**src/inc/mfib_regs.svh**
```systemverilog
`ifndef MFIB_REGS_SVH
`define MFIB_REGS_SVH

`define MFIB_OFF_MISC 8'h00
`define MFIB_OFF_TIMER 8'h04
`define MFIB_OFF_UART 8'h08
`define MFIB_OFF_STAT 8'h0C
`define MFIB_OFF_MASK 8'h10

`define MFIB_BIT_SERIAL 7
`define MFIB_BIT_EEPROM 5
`define MFIB_BIT_LOWV 4
`define MFIB_BIT_CMP_A 5
`define MFIB_BIT_CMP_P 4
`define MFIB_BIT_UART_B 5
`define MFIB_BIT_UART_A 4

`define MFIB_IMPL_MISC 8'hFF
`define MFIB_IMPL_TIMER 8'hFF
`define MFIB_IMPL_UART 8'h33
`define MFIB_FLAG_MISC 8'hB0
`define MFIB_FLAG_TIMER 8'h30
`define MFIB_FLAG_UART 8'h30

`define MFIB_RST_VAL 8'h00
`define MFIB_STAT_RST 3'h0
`define MFIB_RESP_OKAY 2'h0
`define MFIB_RESP_SLVERR 2'h2

`endif

```
**src/inc/mfib_pkg.sv**
```systemverilog
package mfib_pkg;

   typedef struct packed {
      logic serial;
      logic eeprom;
      logic low_voltage;
      logic cmp_a;
      logic cmp_p;
      logic uart_a;
      logic uart_b;
   } mfib_events_t;

   typedef struct packed {
      logic uart;
      logic timer3;
      logic misc;
   } mfib_req_t;

endpackage : mfib_pkg

```
**src/hw/mfib_flag_reg.sv**
```systemverilog
`timescale 1ns/1ps
`default_nettype none
`include "mfib_regs.svh"

module mfib_flag_reg import mfib_pkg::*; #(
   parameter logic [7:0] IMPL_MASK = 8'hFF,
   parameter logic [7:0] FLAG_MASK = 8'h30
) (
   input wire logic aclk,
   input wire logic aresetn,
   input wire logic wr_en,
   input wire logic [7:0] wr_data,
   input wire logic [7:0] set_ev,
   output logic [7:0] q,
   output logic req
);

   logic [7:0] q_ff;
   logic [7:0] nxt_q;

   always_comb begin
      nxt_q = q_ff;
      if (wr_en) begin
         nxt_q = wr_data & IMPL_MASK;
      end
      nxt_q = nxt_q | (set_ev & FLAG_MASK);
   end

   always_ff @(posedge aclk) begin
      if (!aresetn) begin
         q_ff <= `MFIB_RST_VAL;
      end else begin
         q_ff <= nxt_q;
      end
   end

   assign q = q_ff;
   assign req = |(q_ff[7:4] & q_ff[3:0] & FLAG_MASK[7:4]);

   a_set_beats_clear: assert property (@(posedge aclk) disable iff (!aresetn)
      (wr_en && |(set_ev & FLAG_MASK)) |=> ((q_ff & $past(set_ev & FLAG_MASK))
      == $past(set_ev & FLAG_MASK)))
      else $error("event lost against a same-cycle clear");

   a_unimpl_zero: assert property (@(posedge aclk) disable iff (!aresetn)
      (q_ff & ~IMPL_MASK) == 8'h00)
      else $error("unimplemented bit holds a one");

endmodule : mfib_flag_reg
`default_nettype wire

```
**src/hw/mfib_top.sv**
```systemverilog
// Added by the designer: the register addresses and register access over AXI4-Lite.
`timescale 1ns/1ps
`default_nettype none
`include "mfib_regs.svh"

module mfib_top import mfib_pkg::*; (
   input wire logic aclk,
   input wire logic aresetn,
   input wire logic [7:0] s_axi_awaddr,
   input wire logic s_axi_awvalid,
   output logic s_axi_awready,
   input wire logic [31:0] s_axi_wdata,
   input wire logic [3:0] s_axi_wstrb,
   input wire logic s_axi_wvalid,
   output logic s_axi_wready,
   output logic [1:0] s_axi_bresp,
   output logic s_axi_bvalid,
   input wire logic s_axi_bready,
   input wire logic [7:0] s_axi_araddr,
   input wire logic s_axi_arvalid,
   output logic s_axi_arready,
   output logic [31:0] s_axi_rdata,
   output logic [1:0] s_axi_rresp,
   output logic s_axi_rvalid,
   input wire logic s_axi_rready,
   input wire mfib_events_t events,
   output mfib_req_t req,
   output logic irq,
   output logic wake
);

   // write channel state
   logic aw_got_ff;
   logic nxt_aw_got;
   logic [7:0] awaddr_ff;
   logic [7:0] nxt_awaddr;
   logic w_got_ff;
   logic nxt_w_got;
   logic [7:0] wdata_ff;
   logic [7:0] nxt_wdata;
   logic wstrb0_ff;
   logic nxt_wstrb0;
   logic bvalid_ff;
   logic nxt_bvalid;
   logic [1:0] bresp_ff;
   logic [1:0] nxt_bresp;
   logic wr_fire;
   logic wr_hit;

   // read channel state
   logic rvalid_ff;
   logic nxt_rvalid;
   logic [31:0] rdata_ff;
   logic [31:0] nxt_rdata;
   logic [1:0] rresp_ff;
   logic [1:0] nxt_rresp;

   // flag registers
   logic we_misc;
   logic we_timer;
   logic we_uart;
   logic [7:0] ev_misc;
   logic [7:0] ev_timer;
   logic [7:0] ev_uart;
   logic [7:0] misc_q;
   logic [7:0] timer_q;
   logic [7:0] uart_q;
   logic req_misc;
   logic req_timer;
   logic req_uart;

   // outputs, status and mask
   mfib_req_t req_ff;
   mfib_req_t nxt_req;
   logic [2:0] stat_ff;
   logic [2:0] nxt_stat;
   logic [2:0] mask_ff;
   logic [2:0] nxt_mask;
   logic [2:0] stat_set;
   logic irq_ff;
   logic nxt_irq;
   logic wake_ff;
   logic nxt_wake;

   assign s_axi_awready = !aw_got_ff && !bvalid_ff;
   assign s_axi_wready = !w_got_ff && !bvalid_ff;
   assign s_axi_arready = !rvalid_ff;
   assign wr_fire = aw_got_ff && w_got_ff && !bvalid_ff;

   // byte lane 0 carries all register data
   assign we_misc = wr_fire && wstrb0_ff && (awaddr_ff == `MFIB_OFF_MISC);
   assign we_timer = wr_fire && wstrb0_ff && (awaddr_ff == `MFIB_OFF_TIMER);
   assign we_uart = wr_fire && wstrb0_ff && (awaddr_ff == `MFIB_OFF_UART);

   always_comb begin
      wr_hit = 1'b0;
      if (awaddr_ff == `MFIB_OFF_MISC) begin
         wr_hit = 1'b1;
      end else if (awaddr_ff == `MFIB_OFF_TIMER) begin
         wr_hit = 1'b1;
      end else if (awaddr_ff == `MFIB_OFF_UART) begin
         wr_hit = 1'b1;
      end else if (awaddr_ff == `MFIB_OFF_STAT) begin
         wr_hit = 1'b1;
      end else if (awaddr_ff == `MFIB_OFF_MASK) begin
         wr_hit = 1'b1;
      end
   end

   always_comb begin
      nxt_aw_got = aw_got_ff;
      nxt_awaddr = awaddr_ff;
      nxt_w_got = w_got_ff;
      nxt_wdata = wdata_ff;
      nxt_wstrb0 = wstrb0_ff;
      nxt_bvalid = bvalid_ff;
      nxt_bresp = bresp_ff;
      // address and data may come in either order
      if (s_axi_awvalid && s_axi_awready) begin
         nxt_aw_got = 1'b1;
         nxt_awaddr = {s_axi_awaddr[7:2], 2'h0};
      end
      if (s_axi_wvalid && s_axi_wready) begin
         nxt_w_got = 1'b1;
         nxt_wdata = s_axi_wdata[7:0];
         nxt_wstrb0 = s_axi_wstrb[0];
      end
      if (wr_fire) begin
         nxt_aw_got = 1'b0;
         nxt_w_got = 1'b0;
         nxt_bvalid = 1'b1;
         nxt_bresp = wr_hit ? `MFIB_RESP_OKAY : `MFIB_RESP_SLVERR;
      end
      if (bvalid_ff && s_axi_bready) begin
         nxt_bvalid = 1'b0;
      end
   end

   always_ff @(posedge aclk) begin
      if (!aresetn) begin
         aw_got_ff <= 1'b0;
         awaddr_ff <= 8'h00;
         w_got_ff <= 1'b0;
         wdata_ff <= 8'h00;
         wstrb0_ff <= 1'b0;
         bvalid_ff <= 1'b0;
         bresp_ff <= `MFIB_RESP_OKAY;
      end else begin
         aw_got_ff <= nxt_aw_got;
         awaddr_ff <= nxt_awaddr;
         w_got_ff <= nxt_w_got;
         wdata_ff <= nxt_wdata;
         wstrb0_ff <= nxt_wstrb0;
         bvalid_ff <= nxt_bvalid;
         bresp_ff <= nxt_bresp;
      end
   end

   assign s_axi_bvalid = bvalid_ff;
   assign s_axi_bresp = bresp_ff;

   always_comb begin
      nxt_rvalid = rvalid_ff;
      nxt_rdata = rdata_ff;
      nxt_rresp = rresp_ff;
      if (s_axi_arvalid && s_axi_arready) begin
         nxt_rvalid = 1'b1;
         nxt_rresp = `MFIB_RESP_OKAY;
         nxt_rdata = 32'h0000_0000;
         if ({s_axi_araddr[7:2], 2'h0} == `MFIB_OFF_MISC) begin
            nxt_rdata[7:0] = misc_q;
         end else if ({s_axi_araddr[7:2], 2'h0} == `MFIB_OFF_TIMER) begin
            nxt_rdata[7:0] = timer_q;
         end else if ({s_axi_araddr[7:2], 2'h0} == `MFIB_OFF_UART) begin
            nxt_rdata[7:0] = uart_q;
         end else if ({s_axi_araddr[7:2], 2'h0} == `MFIB_OFF_STAT) begin
            nxt_rdata[2:0] = stat_ff;
         end else if ({s_axi_araddr[7:2], 2'h0} == `MFIB_OFF_MASK) begin
            nxt_rdata[2:0] = mask_ff;
         end else begin
            nxt_rresp = `MFIB_RESP_SLVERR;
         end
      end else if (rvalid_ff && s_axi_rready) begin
         nxt_rvalid = 1'b0;
      end
   end

   always_ff @(posedge aclk) begin
      if (!aresetn) begin
         rvalid_ff <= 1'b0;
         rdata_ff <= 32'h0000_0000;
         rresp_ff <= `MFIB_RESP_OKAY;
      end else begin
         rvalid_ff <= nxt_rvalid;
         rdata_ff <= nxt_rdata;
         rresp_ff <= nxt_rresp;
      end
   end

   assign s_axi_rvalid = rvalid_ff;
   assign s_axi_rdata = rdata_ff;
   assign s_axi_rresp = rresp_ff;

   // event pulses placed on their flag positions
   always_comb begin
      ev_misc = 8'h00;
      ev_timer = 8'h00;
      ev_uart = 8'h00;
      ev_misc[`MFIB_BIT_SERIAL] = events.serial;
      ev_misc[`MFIB_BIT_EEPROM] = events.eeprom;
      ev_misc[`MFIB_BIT_LOWV] = events.low_voltage;
      ev_timer[`MFIB_BIT_CMP_A] = events.cmp_a;
      ev_timer[`MFIB_BIT_CMP_P] = events.cmp_p;
      ev_uart[`MFIB_BIT_UART_B] = events.uart_b;
      ev_uart[`MFIB_BIT_UART_A] = events.uart_a;
   end

   mfib_flag_reg #(
      .IMPL_MASK(`MFIB_IMPL_MISC),
      .FLAG_MASK(`MFIB_FLAG_MISC)
   ) u_misc (
      .aclk(aclk),
      .aresetn(aresetn),
      .wr_en(we_misc),
      .wr_data(wdata_ff),
      .set_ev(ev_misc),
      .q(misc_q),
      .req(req_misc)
   );

   mfib_flag_reg #(
      .IMPL_MASK(`MFIB_IMPL_TIMER),
      .FLAG_MASK(`MFIB_FLAG_TIMER)
   ) u_timer (
      .aclk(aclk),
      .aresetn(aresetn),
      .wr_en(we_timer),
      .wr_data(wdata_ff),
      .set_ev(ev_timer),
      .q(timer_q),
      .req(req_timer)
   );

   mfib_flag_reg #(
      .IMPL_MASK(`MFIB_IMPL_UART),
      .FLAG_MASK(`MFIB_FLAG_UART)
   ) u_uart (
      .aclk(aclk),
      .aresetn(aresetn),
      .wr_en(we_uart),
      .wr_data(wdata_ff),
      .set_ev(ev_uart),
      .q(uart_q),
      .req(req_uart)
   );

   assign stat_set = {|ev_uart, |ev_timer, |ev_misc};

   always_comb begin
      nxt_mask = mask_ff;
      nxt_stat = stat_ff;
      if (wr_fire && wstrb0_ff && (awaddr_ff == `MFIB_OFF_MASK)) begin
         nxt_mask = wdata_ff[2:0];
      end
      if (wr_fire && wstrb0_ff && (awaddr_ff == `MFIB_OFF_STAT)) begin
         nxt_stat = stat_ff & ~wdata_ff[2:0];
      end
      nxt_stat = nxt_stat | stat_set;
      nxt_req.misc = req_misc;
      nxt_req.timer3 = req_timer;
      nxt_req.uart = req_uart;
      nxt_irq = |(nxt_stat & nxt_mask);
      nxt_wake = |{ev_misc, ev_timer, ev_uart};
   end

   always_ff @(posedge aclk) begin
      if (!aresetn) begin
         mask_ff <= `MFIB_STAT_RST;
         stat_ff <= `MFIB_STAT_RST;
         req_ff <= '0;
         irq_ff <= 1'b0;
         wake_ff <= 1'b0;
      end else begin
         mask_ff <= nxt_mask;
         stat_ff <= nxt_stat;
         req_ff <= nxt_req;
         irq_ff <= nxt_irq;
         wake_ff <= nxt_wake;
      end
   end

   assign req = req_ff;
   assign irq = irq_ff;
   assign wake = wake_ff;

   a_serial_flag_set: assert property (@(posedge aclk) disable iff (!aresetn)
      events.serial |=> misc_q[`MFIB_BIT_SERIAL])
      else $error("serial event did not set its flag");

   a_misc_enable_write: assert property (@(posedge aclk) disable iff (!aresetn)
      (we_misc && (ev_misc == 8'h00)) |=> (misc_q == $past(wdata_ff)))
      else $error("misc register write not stored");

   a_cmp_flags_set: assert property (@(posedge aclk) disable iff (!aresetn)
      (events.cmp_a || events.cmp_p) |=> (timer_q[5] || !$past(events.cmp_a))
      && (timer_q[4] || !$past(events.cmp_p)))
      else $error("compare events did not set their flags");

   a_timer_req_gate: assert property (@(posedge aclk) disable iff (!aresetn)
      (timer_q[5] && timer_q[1]) |=> req.timer3)
      else $error("enabled compare-a flag gave no request");

   a_uart_b_flag: assert property (@(posedge aclk) disable iff (!aresetn)
      events.uart_b |=> uart_q[`MFIB_BIT_UART_B])
      else $error("uart-b event did not set its flag");

   a_uart_en_write: assert property (@(posedge aclk) disable iff (!aresetn)
      (we_uart && !events.uart_a && !events.uart_b)
      |=> (uart_q == ($past(wdata_ff) & `MFIB_IMPL_UART)))
      else $error("uart register write wrong");

   a_uart_reserved: assert property (@(posedge aclk) disable iff (!aresetn)
      s_axi_rvalid && $past(s_axi_arvalid && s_axi_arready
      && ({s_axi_araddr[7:2], 2'h0} == `MFIB_OFF_UART)) |-> (s_axi_rdata[7:0] & 8'hCC) == 8'h00)
      else $error("uart reserved bits read nonzero");

   a_reset_clears: assert property (@(posedge aclk) disable iff (!aresetn)
      $rose(aresetn) |-> (misc_q == 8'h00) && (timer_q == 8'h00) && (uart_q == 8'h00))
      else $error("registers not clear after reset");

   a_no_req_disabled: assert property (@(posedge aclk) disable iff (!aresetn)
      req.misc |-> $past((misc_q[7] && misc_q[3]) || (misc_q[5] && misc_q[1])
      || (misc_q[4] && misc_q[0])))
      else $error("misc request without an enabled flag");

   a_wake_on_flag: assert property (@(posedge aclk) disable iff (!aresetn)
      events.low_voltage |=> wake ##1 (!wake || ($past(events) != 7'h00)))
      else $error("flag event did not wake");

   a_uart_combined: assert property (@(posedge aclk) disable iff (!aresetn)
      req.uart |-> $past((uart_q[5] && uart_q[1]) || (uart_q[4] && uart_q[0])))
      else $error("uart request without an enabled flag");

endmodule : mfib_top
`default_nettype wire

```
**config.mk**
```make
export PLATFORM = sky130hd
export DESIGN_NAME = mfib_top
export DESIGN_NICKNAME = d
export VERILOG_FILES = /design/src/inc/mfib_pkg.sv /design/src/hw/mfib_flag_reg.sv /design/src/hw/mfib_top.sv
export VERILOG_INCLUDE_DIRS = /design/src /design/src/inc
export SDC_FILE = /design/constraint.sdc
export NUM_CORES = 1
export LEC_CHECK = 0
export BUFFER_PORTS_ARGS = -buffer_cell sky130_fd_sc_hd__buf_4
export CORE_ASPECT_RATIO = 1.2
export CORE_MARGIN = 10
export CORE_UTILIZATION = 43
export CTS_CLUSTER_SIZE = 16
export DETAILED_ROUTE_END_ITERATION = 8
export GPL_TIMING_DRIVEN = 0
export PLACE_DENSITY = 0.77
export SYNTH_ARGS = -nofsm -noshare
export SYNTH_HDL_FRONTEND = slang
export SYNTH_SLANG_ARGS = --single-unit
```
**constraint.sdc**
```tcl
create_clock -name aclk -period 1.6 [get_ports aclk]
set_clock_uncertainty 0.2 [all_clocks]
set_input_delay 0.24 -clock aclk [delete_from_list [all_inputs] [get_ports aclk]]
set_output_delay 0.24 -clock aclk [all_outputs]
set_load 0.01 [all_outputs]
```
==> impl_summary.log, run 1 <==
[metrics] outcome: finished with violations
[metrics] violated checks: negative setup slack
[metrics] type of the tightest min-delay check: input port to flip-flop
[metrics] placed cell area: between 0.003 and 0.004 sq mm
[metrics] number of core rows: 31
[metrics] antenna violations before repair: 0
[metrics] sequential area share after synthesis: 44.6%
[metrics] setup repair after global routing missed its margin: yes
[metrics] Layout Area Growth over Synthesis: 43.6%
[metrics] clock buffer count from CTS: 9
[metrics] area used by multi-input combinational logic: between 0.001 and 0.0015 sq mm
[metrics] Max Fanout on Critical Path: 8
[metrics] Synth top area share: between 40% and 50%
[metrics] number of port buffers: 54
[metrics] warnings from Yosys: 0
[metrics] final wirelength: ~7500 um
[metrics] portion of the clock cycle consumed by the worst path in the final layout: 111%
[metrics] synthesized instance count: around 310
[metrics] total number of vias: about 2.6k
[metrics] cell type contributing the most total cell area after synthesis: sky130_fd_sc_hd__dfxtp_1
[metrics] asr flop ratio synth: 0%
[metrics] Root Buffer Master: sky130_fd_sc_hd__clkbuf_8
[metrics] fraction of layout cells with a size suffix above 1: about 30%
[metrics] Clock Tree Buf Depth: 2
[metrics] number of library cell types mapped by synthesis: 42
[metrics] final routed DRC violation total: 0
[metrics] post-layout worst setup margin: -0.177 ns
[metrics] average routed wire per standard cell: ~15 um
[metrics] floorplan die height: around 110 um
[metrics] # IOs: 112
[metrics] clock insertion delay at the later pin of the skew report: between 0.3 and 0.4 ns
[metrics] post-DP HPWL: 5380 um
[metrics] Highest Clock Rate: 563 MHz
[metrics] type of the worst setup path: flip-flop to flip-flop
[metrics] Pwr Density: just under 900 mW/mm^2
[metrics] total negative slack: -2.54 ns
[metrics] count of antenna diodes in the layout: 0
[metrics] Post-Layout Cell Count: approximately 510
[metrics] final worst path period need: between 1.5 and 2 ns
[metrics] core utilization of the finished layout: 64.0%
[metrics] die outline area: about 0.01 sq mm
[metrics] clock-pin slew reported for the worst setup and hold paths after clock tree synthesis: 0.06 ns
[metrics] synthesized area divided by synthesized cell count: about 8.8 sq um
[metrics] number of placed instances with taps included: about 470
[metrics] final hold violations: 0
[metrics] largest net degree at the start of global routing: 11
[metrics] CTS H-Tree Depth: 3
[metrics] via count of the first global-routing pass: around 2.6k
[metrics] Final Instance Area: 0.00387 sq mm
[metrics] total number of clock tree sinks: 60
[metrics] arrival time at the worst endpoint: around 1.8 ns
[metrics] Congestion Overflow GR: 0
[metrics] total setup violations reported at the end of the flow: 22
[metrics] kind of start point of the critical path: flip-flop
[metrics] fill cell total of the finished layout: approximately 500
[metrics] mapped cell area: roughly 0.0027 sq mm
[metrics] max-slew violation count: 0
[metrics] sort of element at the end of the critical path: flip-flop
[metrics] number of enable-type register cells in the synthesized netlist: 0
[metrics] weighted congestion reported at the end of routability-driven placement: about 0.84
[metrics] Chip Width: between 90 and 100 um
[metrics] number of vias per cell: 5.03
[metrics] pre-CTS WS: -0.270 ns
[metrics] Seq cells post-synth: 60
[metrics] register-to-register setup slack: -0.18 ns
[metrics] tightest slew margin relative to the limit: approximately three fifths
[metrics] core area: roughly 0.006 sq mm
[metrics] global-route total usage across every layer: between 15 and 20%
[metrics] LEAKAGE: roughly 1.9 nW
[metrics] number of maximum-capacitance violations: 0
[metrics] most instantiated flip-flop cell in the synthesis netlist: sky130_fd_sc_hd__dfxtp_1
[metrics] IR drop worst, VDD: 787 uV
[metrics] Worst-Margin Slew: 0.587 ns
[metrics] initial DRC count: about 220
[metrics] 1st-pass router iterations: 4
[metrics] required time of the critical path: approximately 1.6 ns
[metrics] first-pass GRT wire length: ~12000 um
[metrics] most common library cell in the layout ignoring fill and taps: sky130_fd_sc_hd__buf_4
[metrics] number of routed nets with antenna violations: 0
[metrics] most area-consuming cells after synthesis: sky130_fd_sc_hd__dfxtp_1, sky130_fd_sc_hd__mux2i_1, sky130_fd_sc_hd__buf_4
[metrics] initial standard-cell utilization of the core: 44.5%
[metrics] clock tree from TritonCTS: done
[metrics] register area: about 0.0012 sq mm
[metrics] most frequent cells in the layout: sky130_fd_sc_hd__buf_4, sky130_fd_sc_hd__dfxtp_1, sky130_fd_sc_hd__nor2_1
[metrics] # nets final: 492
## routing by layer
metal | wire (um) | vias to the layer above | GRT usage (%)
met5 | 0 | - | 0
met2 | 3550 | 112 | 24.5
li1 | - | 1241 | -
met1 | 3200 | 1191 | 17.5
met4 | 239 | 0 | 8.94
met3 | 550 | 24 | 4.26
## worst max-delay path, stage by stage, from the launching register on
cell                       delay (ns)
sky130_fd_sc_hd__dfxtp_1         0.34
sky130_fd_sc_hd__nor3_4          0.26
sky130_fd_sc_hd__and4b_4         0.31
sky130_fd_sc_hd__nand3b_1        0.12
sky130_fd_sc_hd__buf_6           0.18
sky130_fd_sc_hd__mux2i_1         0.15
sky130_fd_sc_hd__a21oi_1         0.08
## per-stage QoR
step	total power (W)	hold WS, ns
floorplan	0.00188	0.139
global placement	0.00203	0.230
detailed placement	0.00204	0.233
CTS	0.00342	0.0000454
global route	0.00357	0.0221
finish	0.00345	0.00430
## synth_stat cells, drive strengths merged (5+ instances only)
library cell	n
dfxtp	60
nor2	42
mux2i	34
buf	29
nand2	28
a21oi	27
inv	11
clkbuf	10
o21ai	9
nor3	7
a22oi	6
nand2b	5
## cell families after synthesis
kind of cell,count (synthesis),synth area share (%)
other cells,1,0.139
flops,60,44.6
buf+inv,50,10.9
simple gates,102,18.2
compound gates,59,13.2
mux,35,13.0
## final cells by class
class	count	area share [%]
sequential	60	31.3
clock inverter	2	0.905
timing repair buffer	84	18.1
multi-input combinational	222	35.4
buffer	38	6.53
inverter	11	1.07
tap	82	2.65
clock buffer	12	4.01
## worst paths after layout
| check | startpoint | to | depth (start not counted) |
|---|---|---|---|
| worst max-delay path | awaddr_ff[6] | u_timer.q[5] | 6 |
| worst min-delay path | s_axi_arvalid | s_axi_rvalid | 3 |
| worst max register to register | awaddr_ff[6] | u_timer.q[5] | 6 |
| worst min register to register | s_axi_rdata[0] | s_axi_rdata[0] | 2 |
## where the power goes
| group | switching [W] | internal (W) | total [W] |
|---|---|---|---|
| clock network | 0.000556 | 0.000785 | 0.00134 |
| registers | 0.0000658 | 0.00155 | 0.00162 |
| logic | 0.000231 | 0.000254 | 0.000485 |
| total | 0.000852 | 0.00259 | 0.00345 |
## repair_timing
item | 4_1_cts | 5_1_grt
hold endpoints to repair | 23 | 0
hold buffers | 23 | 0
gates resized for setup | 6 | 19
endpoints found under the setup margin | 21 | 46
pin swaps | 7 | 5
setup buffers | 5 | 2
## flip-flops by register name, summed over array words and instances (netlist names)
signal and count:
s_axi_bresp 1, s_axi_bvalid 1, u_uart.q 4, s_axi_rdata 8
u_timer.q 8, aw_got_ff 1, wake 1, s_axi_rvalid 1
stat_ff 3, req 3, wdata_ff 8, irq 1
mask_ff 3, u_misc.q 8, w_got_ff 1, awaddr_ff 6
s_axi_rresp 1, wstrb0_ff 1
No activity file was read; power rests on OpenSTA's default activity.
==> run 2, diff against run 1 <==
- CORE_UTILIZATION: 43 -> 48
- PLACE_DENSITY: 0.77 -> 0.81
- clock period: 1.6 -> 1.9 ns (I/O delays scaled with it)
==> impl_summary.log, run 2 (synthesis results as in run 1) <==
[metrics] number of maximum-capacitance violations: 0 (unchanged)
[metrics] antenna violations before repair: 0 (unchanged)
[metrics] core area: 0.00537 sq mm (was 0.00605 sq mm)
[metrics] weighted congestion reported at the end of routability-driven placement: 0.830 (was 0.844)
[metrics] worst path cell trace: and3b_2, and4b_4, nand3b_1, buf_6, mux2i_1, a21oi_1 (was nor3_4, and4b_4, nand3b_1, buf_6, mux2i_1, a21oi_1)
[metrics] switching part of the total: 24.3% (was 24.7%)
[metrics] kind of start point of the critical path: flip-flop (unchanged)
[metrics] relative contribution of combinational cells to total power: 12.5% (was 14.1%)
[metrics] first-pass GRT wire length: 11400 um (was 12200 um)
[metrics] final worst path period need: 1.75 ns (was 1.78 ns)
[metrics] worst path bufs/invs: 1 (unchanged)
[metrics] timing startpoint of the critical path: s_axi_bvalid (was awaddr_ff[6])
[metrics] post-DP HPWL: 5300 um (was 5380 um)
[metrics] Max Fanout on Critical Path: 8 (unchanged)
[metrics] CP max stage cell: sky130_fd_sc_hd__dfxtp_2 (was sky130_fd_sc_hd__dfxtp_1)
[metrics] sequential power share: 45.3% (was 47.0%)
[metrics] hold wc startpoint: s_axi_awaddr[6] (was s_axi_arvalid)
[metrics] arrival time at the worst endpoint: 1.76 ns (was 1.77 ns)
[metrics] most frequent cells in the layout: sky130_fd_sc_hd__buf_4, sky130_fd_sc_hd__dfxtp_1, sky130_fd_sc_hd__nor2_1 (unchanged)
[metrics] total number of clock tree sinks: 60 (unchanged)
[metrics] power dissipated by switching net loads: 0.000727 W (was 0.000852 W)
[metrics] number of routed nets with antenna violations: 0 (unchanged)
[metrics] die outline area: 0.00902 sq mm (was 0.00985 sq mm)
[metrics] type of the worst setup path: flip-flop to flip-flop (unchanged)
[metrics] max-slew violation count: 0 (unchanged)
[metrics] largest stage delay on the critical path: 0.35 ns (was 0.34 ns)
[metrics] final routed DRC violation total: 0 (unchanged)
[metrics] final hold violations: 0 (unchanged)
[metrics] clock-pin slew reported for the worst setup and hold paths after clock tree synthesis: 0.06 ns (about the same)
[metrics] Root Buffer Master: sky130_fd_sc_hd__clkbuf_8 (unchanged)
[metrics] total negative slack: 0 ns (was -2.54 ns)
[metrics] outcome: finished, final reports clean (was finished with violations)
[metrics] final wirelength: 7010 um (was 7540 um)
[metrics] CTS H-Tree Depth: 3 (unchanged)
[metrics] count of antenna diodes in the layout: 0 (unchanged)
[metrics] pre-CTS WS: 0.0279 ns (was -0.270 ns)
[metrics] global-route total usage across every layer: 16.0% (was 15.2%)
[metrics] FF-to-FF Start: s_axi_bvalid (was awaddr_ff[6])
[metrics] cell class contributing the biggest share of worst-path delay: simple AND/OR/NAND/NOR gates (unchanged)
[metrics] Congestion Overflow GR: 0 (unchanged)
[metrics] largest net degree at the start of global routing: 11 (unchanged)
[metrics] total setup violations reported at the end of the flow: 0 (was 22)
[metrics] type of the tightest min-delay check: input port to flip-flop (unchanged)
[metrics] # IOs: 112 (unchanged)
[metrics] Pwr Density: 813 mW/mm^2 (was 890 mW/mm^2)
[metrics] internal power: 0.00227 W (was 0.00259 W)
[metrics] sort of element at the end of the critical path: flip-flop (unchanged)
[metrics] register-to-register setup slack: 0.15 ns (was -0.18 ns)
[metrics] Chip Width: 88.4 um (was 92.3 um)
[metrics] Layout Area Growth over Synthesis: 36.5% (was 43.6%)
[metrics] relative contribution of the clock network to total power: 42.2% (was 38.9%)
[metrics] average routed wire per standard cell: 14.5 um (was 14.7 um)
[metrics] placed cell area: 0.00327 sq mm (was 0.00330 sq mm)
[metrics] portion of the clock cycle consumed by the worst path in the final layout: 92.0% (was 111%)
[metrics] Worst-Margin Slew: 0.535 ns (was 0.587 ns)
[metrics] setup repair after global routing missed its margin: no (was yes)
[metrics] 1st-pass router iterations: 4 (unchanged)
[metrics] floorplan die height: 102 um (was 107 um)
[metrics] Clock Tree Buf Depth: 2 (unchanged)
[metrics] Highest Clock Rate: 572 MHz (was 563 MHz)
[metrics] clock insertion delay at the later pin of the skew report: 0.34 ns (was 0.33 ns)
[metrics] IR drop worst, VDD: 575 uV (was 787 uV)
[metrics] clock tree from TritonCTS: done (unchanged)
[metrics] initial DRC count: 139 (was 222)
[metrics] fill cell total of the finished layout: 436 (was 501)
[metrics] via count of the first global-routing pass: 2470 (was 2562)
[metrics] tightest slew margin relative to the limit: 64.3% (was 60.9%)
[metrics] fraction of layout cells with a size suffix above 1: 25.2% (was 29.6%)
[metrics] most common library cell in the layout ignoring fill and taps: sky130_fd_sc_hd__buf_4 (unchanged)
[metrics] LEAKAGE: 1.80 nW (was 1.88 nW)
[metrics] number of port buffers: 54 (unchanged)
[metrics] post-layout worst setup margin: 0.152 ns (was -0.177 ns)
[metrics] total number of vias: 2418 (was 2568)
[metrics] Final Instance Area: 0.00368 sq mm (was 0.00387 sq mm)
[metrics] number of vias per cell: 5.01 (was 5.03)
[metrics] number of core rows: 29 (was 31)
[metrics] clock buffer count from CTS: 9 (unchanged)
[metrics] initial standard-cell utilization of the core: 50.2% (was 44.5%)
[metrics] # nets final: 482 (was 492)
[metrics] required time of the critical path: 1.91 ns (was 1.60 ns)
==> run 2: final timing paths <==
| kind | to | depth (start not counted) |
|---|---|---|
| min reg2reg | s_axi_rdata[1] | 2 |
| max reg2reg | u_timer.q[5] | 6 |
| max | u_timer.q[5] | 6 |
| min | awaddr_ff[6] | 3 |
==> run 2: repair_timing <==
action,CTS,global route
endpoints found under the setup margin,0,4
resized for setup,0,1
hold buffers,19,0
setup buffers,0,0
hold endpoints to repair,19,0
==> run 2: area by class of cell <==
| class | instances | area (sq um) | area share (%) |
|---|---|---|---|
| clock buffer | 11 | 141 | 3.84 |
| multi-input combinational | 222 | 1290 | 35.2 |
| timing repair buffer | 73 | 596 | 16.2 |
| inverter | 11 | 41.3 | 1.12 |
| buffer | 39 | 253 | 6.87 |
| tap | 62 | 77.6 | 2.11 |
| clock inverter | 5 | 75.1 | 2.04 |
| sequential | 60 | 1200 | 32.7 |
==> run 2: worst min-delay path, stage by stage <==
cell and delay [ns]:
sky130_fd_sc_hd__buf_4 0.07, sky130_fd_sc_hd__mux2i_1 0.06, sky130_fd_sc_hd__nor2_1 0.09
==> run 2: power by group through the flow <==
| stage | clock [W] | combinational, W | sequential [W] |
|---|---|---|---|
| floorplan | 0 | 0.000214 | 0.00137 |
| global placement | 0 | 0.000330 | 0.00138 |
| detailed placement | 0 | 0.000336 | 0.00138 |
| CTS | 0.00127 | 0.000368 | 0.00135 |
| global route | 0.00132 | 0.000416 | 0.00136 |
| finish | 0.00126 | 0.000374 | 0.00135 |
==> run 2: layer usage <==
layer,track usage [%],vias up,part of all wire [%]
met2,26.3,88,47
met3,6.77,18,8.7
met4,8.22,0,2.9
li1,-,1220,-
met5,0,-,0
met1,17.1,1092,42
==> run 2: metrics by stage <==
step | instances | power [W] | hold slack (ns) | utilization (%)
after floorplan | 332 | 0.00158 | 0.184 | -
after global placement | 448 | 0.00171 | 0.260 | 60.9
after detailed placement | 448 | 0.00172 | 0.269 | 60.9
after CTS | 483 | 0.00299 | 0.00318 | 68.5
after global routing | 483 | 0.00310 | 0.0180 | 68.5
final | 483 | 0.00299 | 0.00320 | 68.5
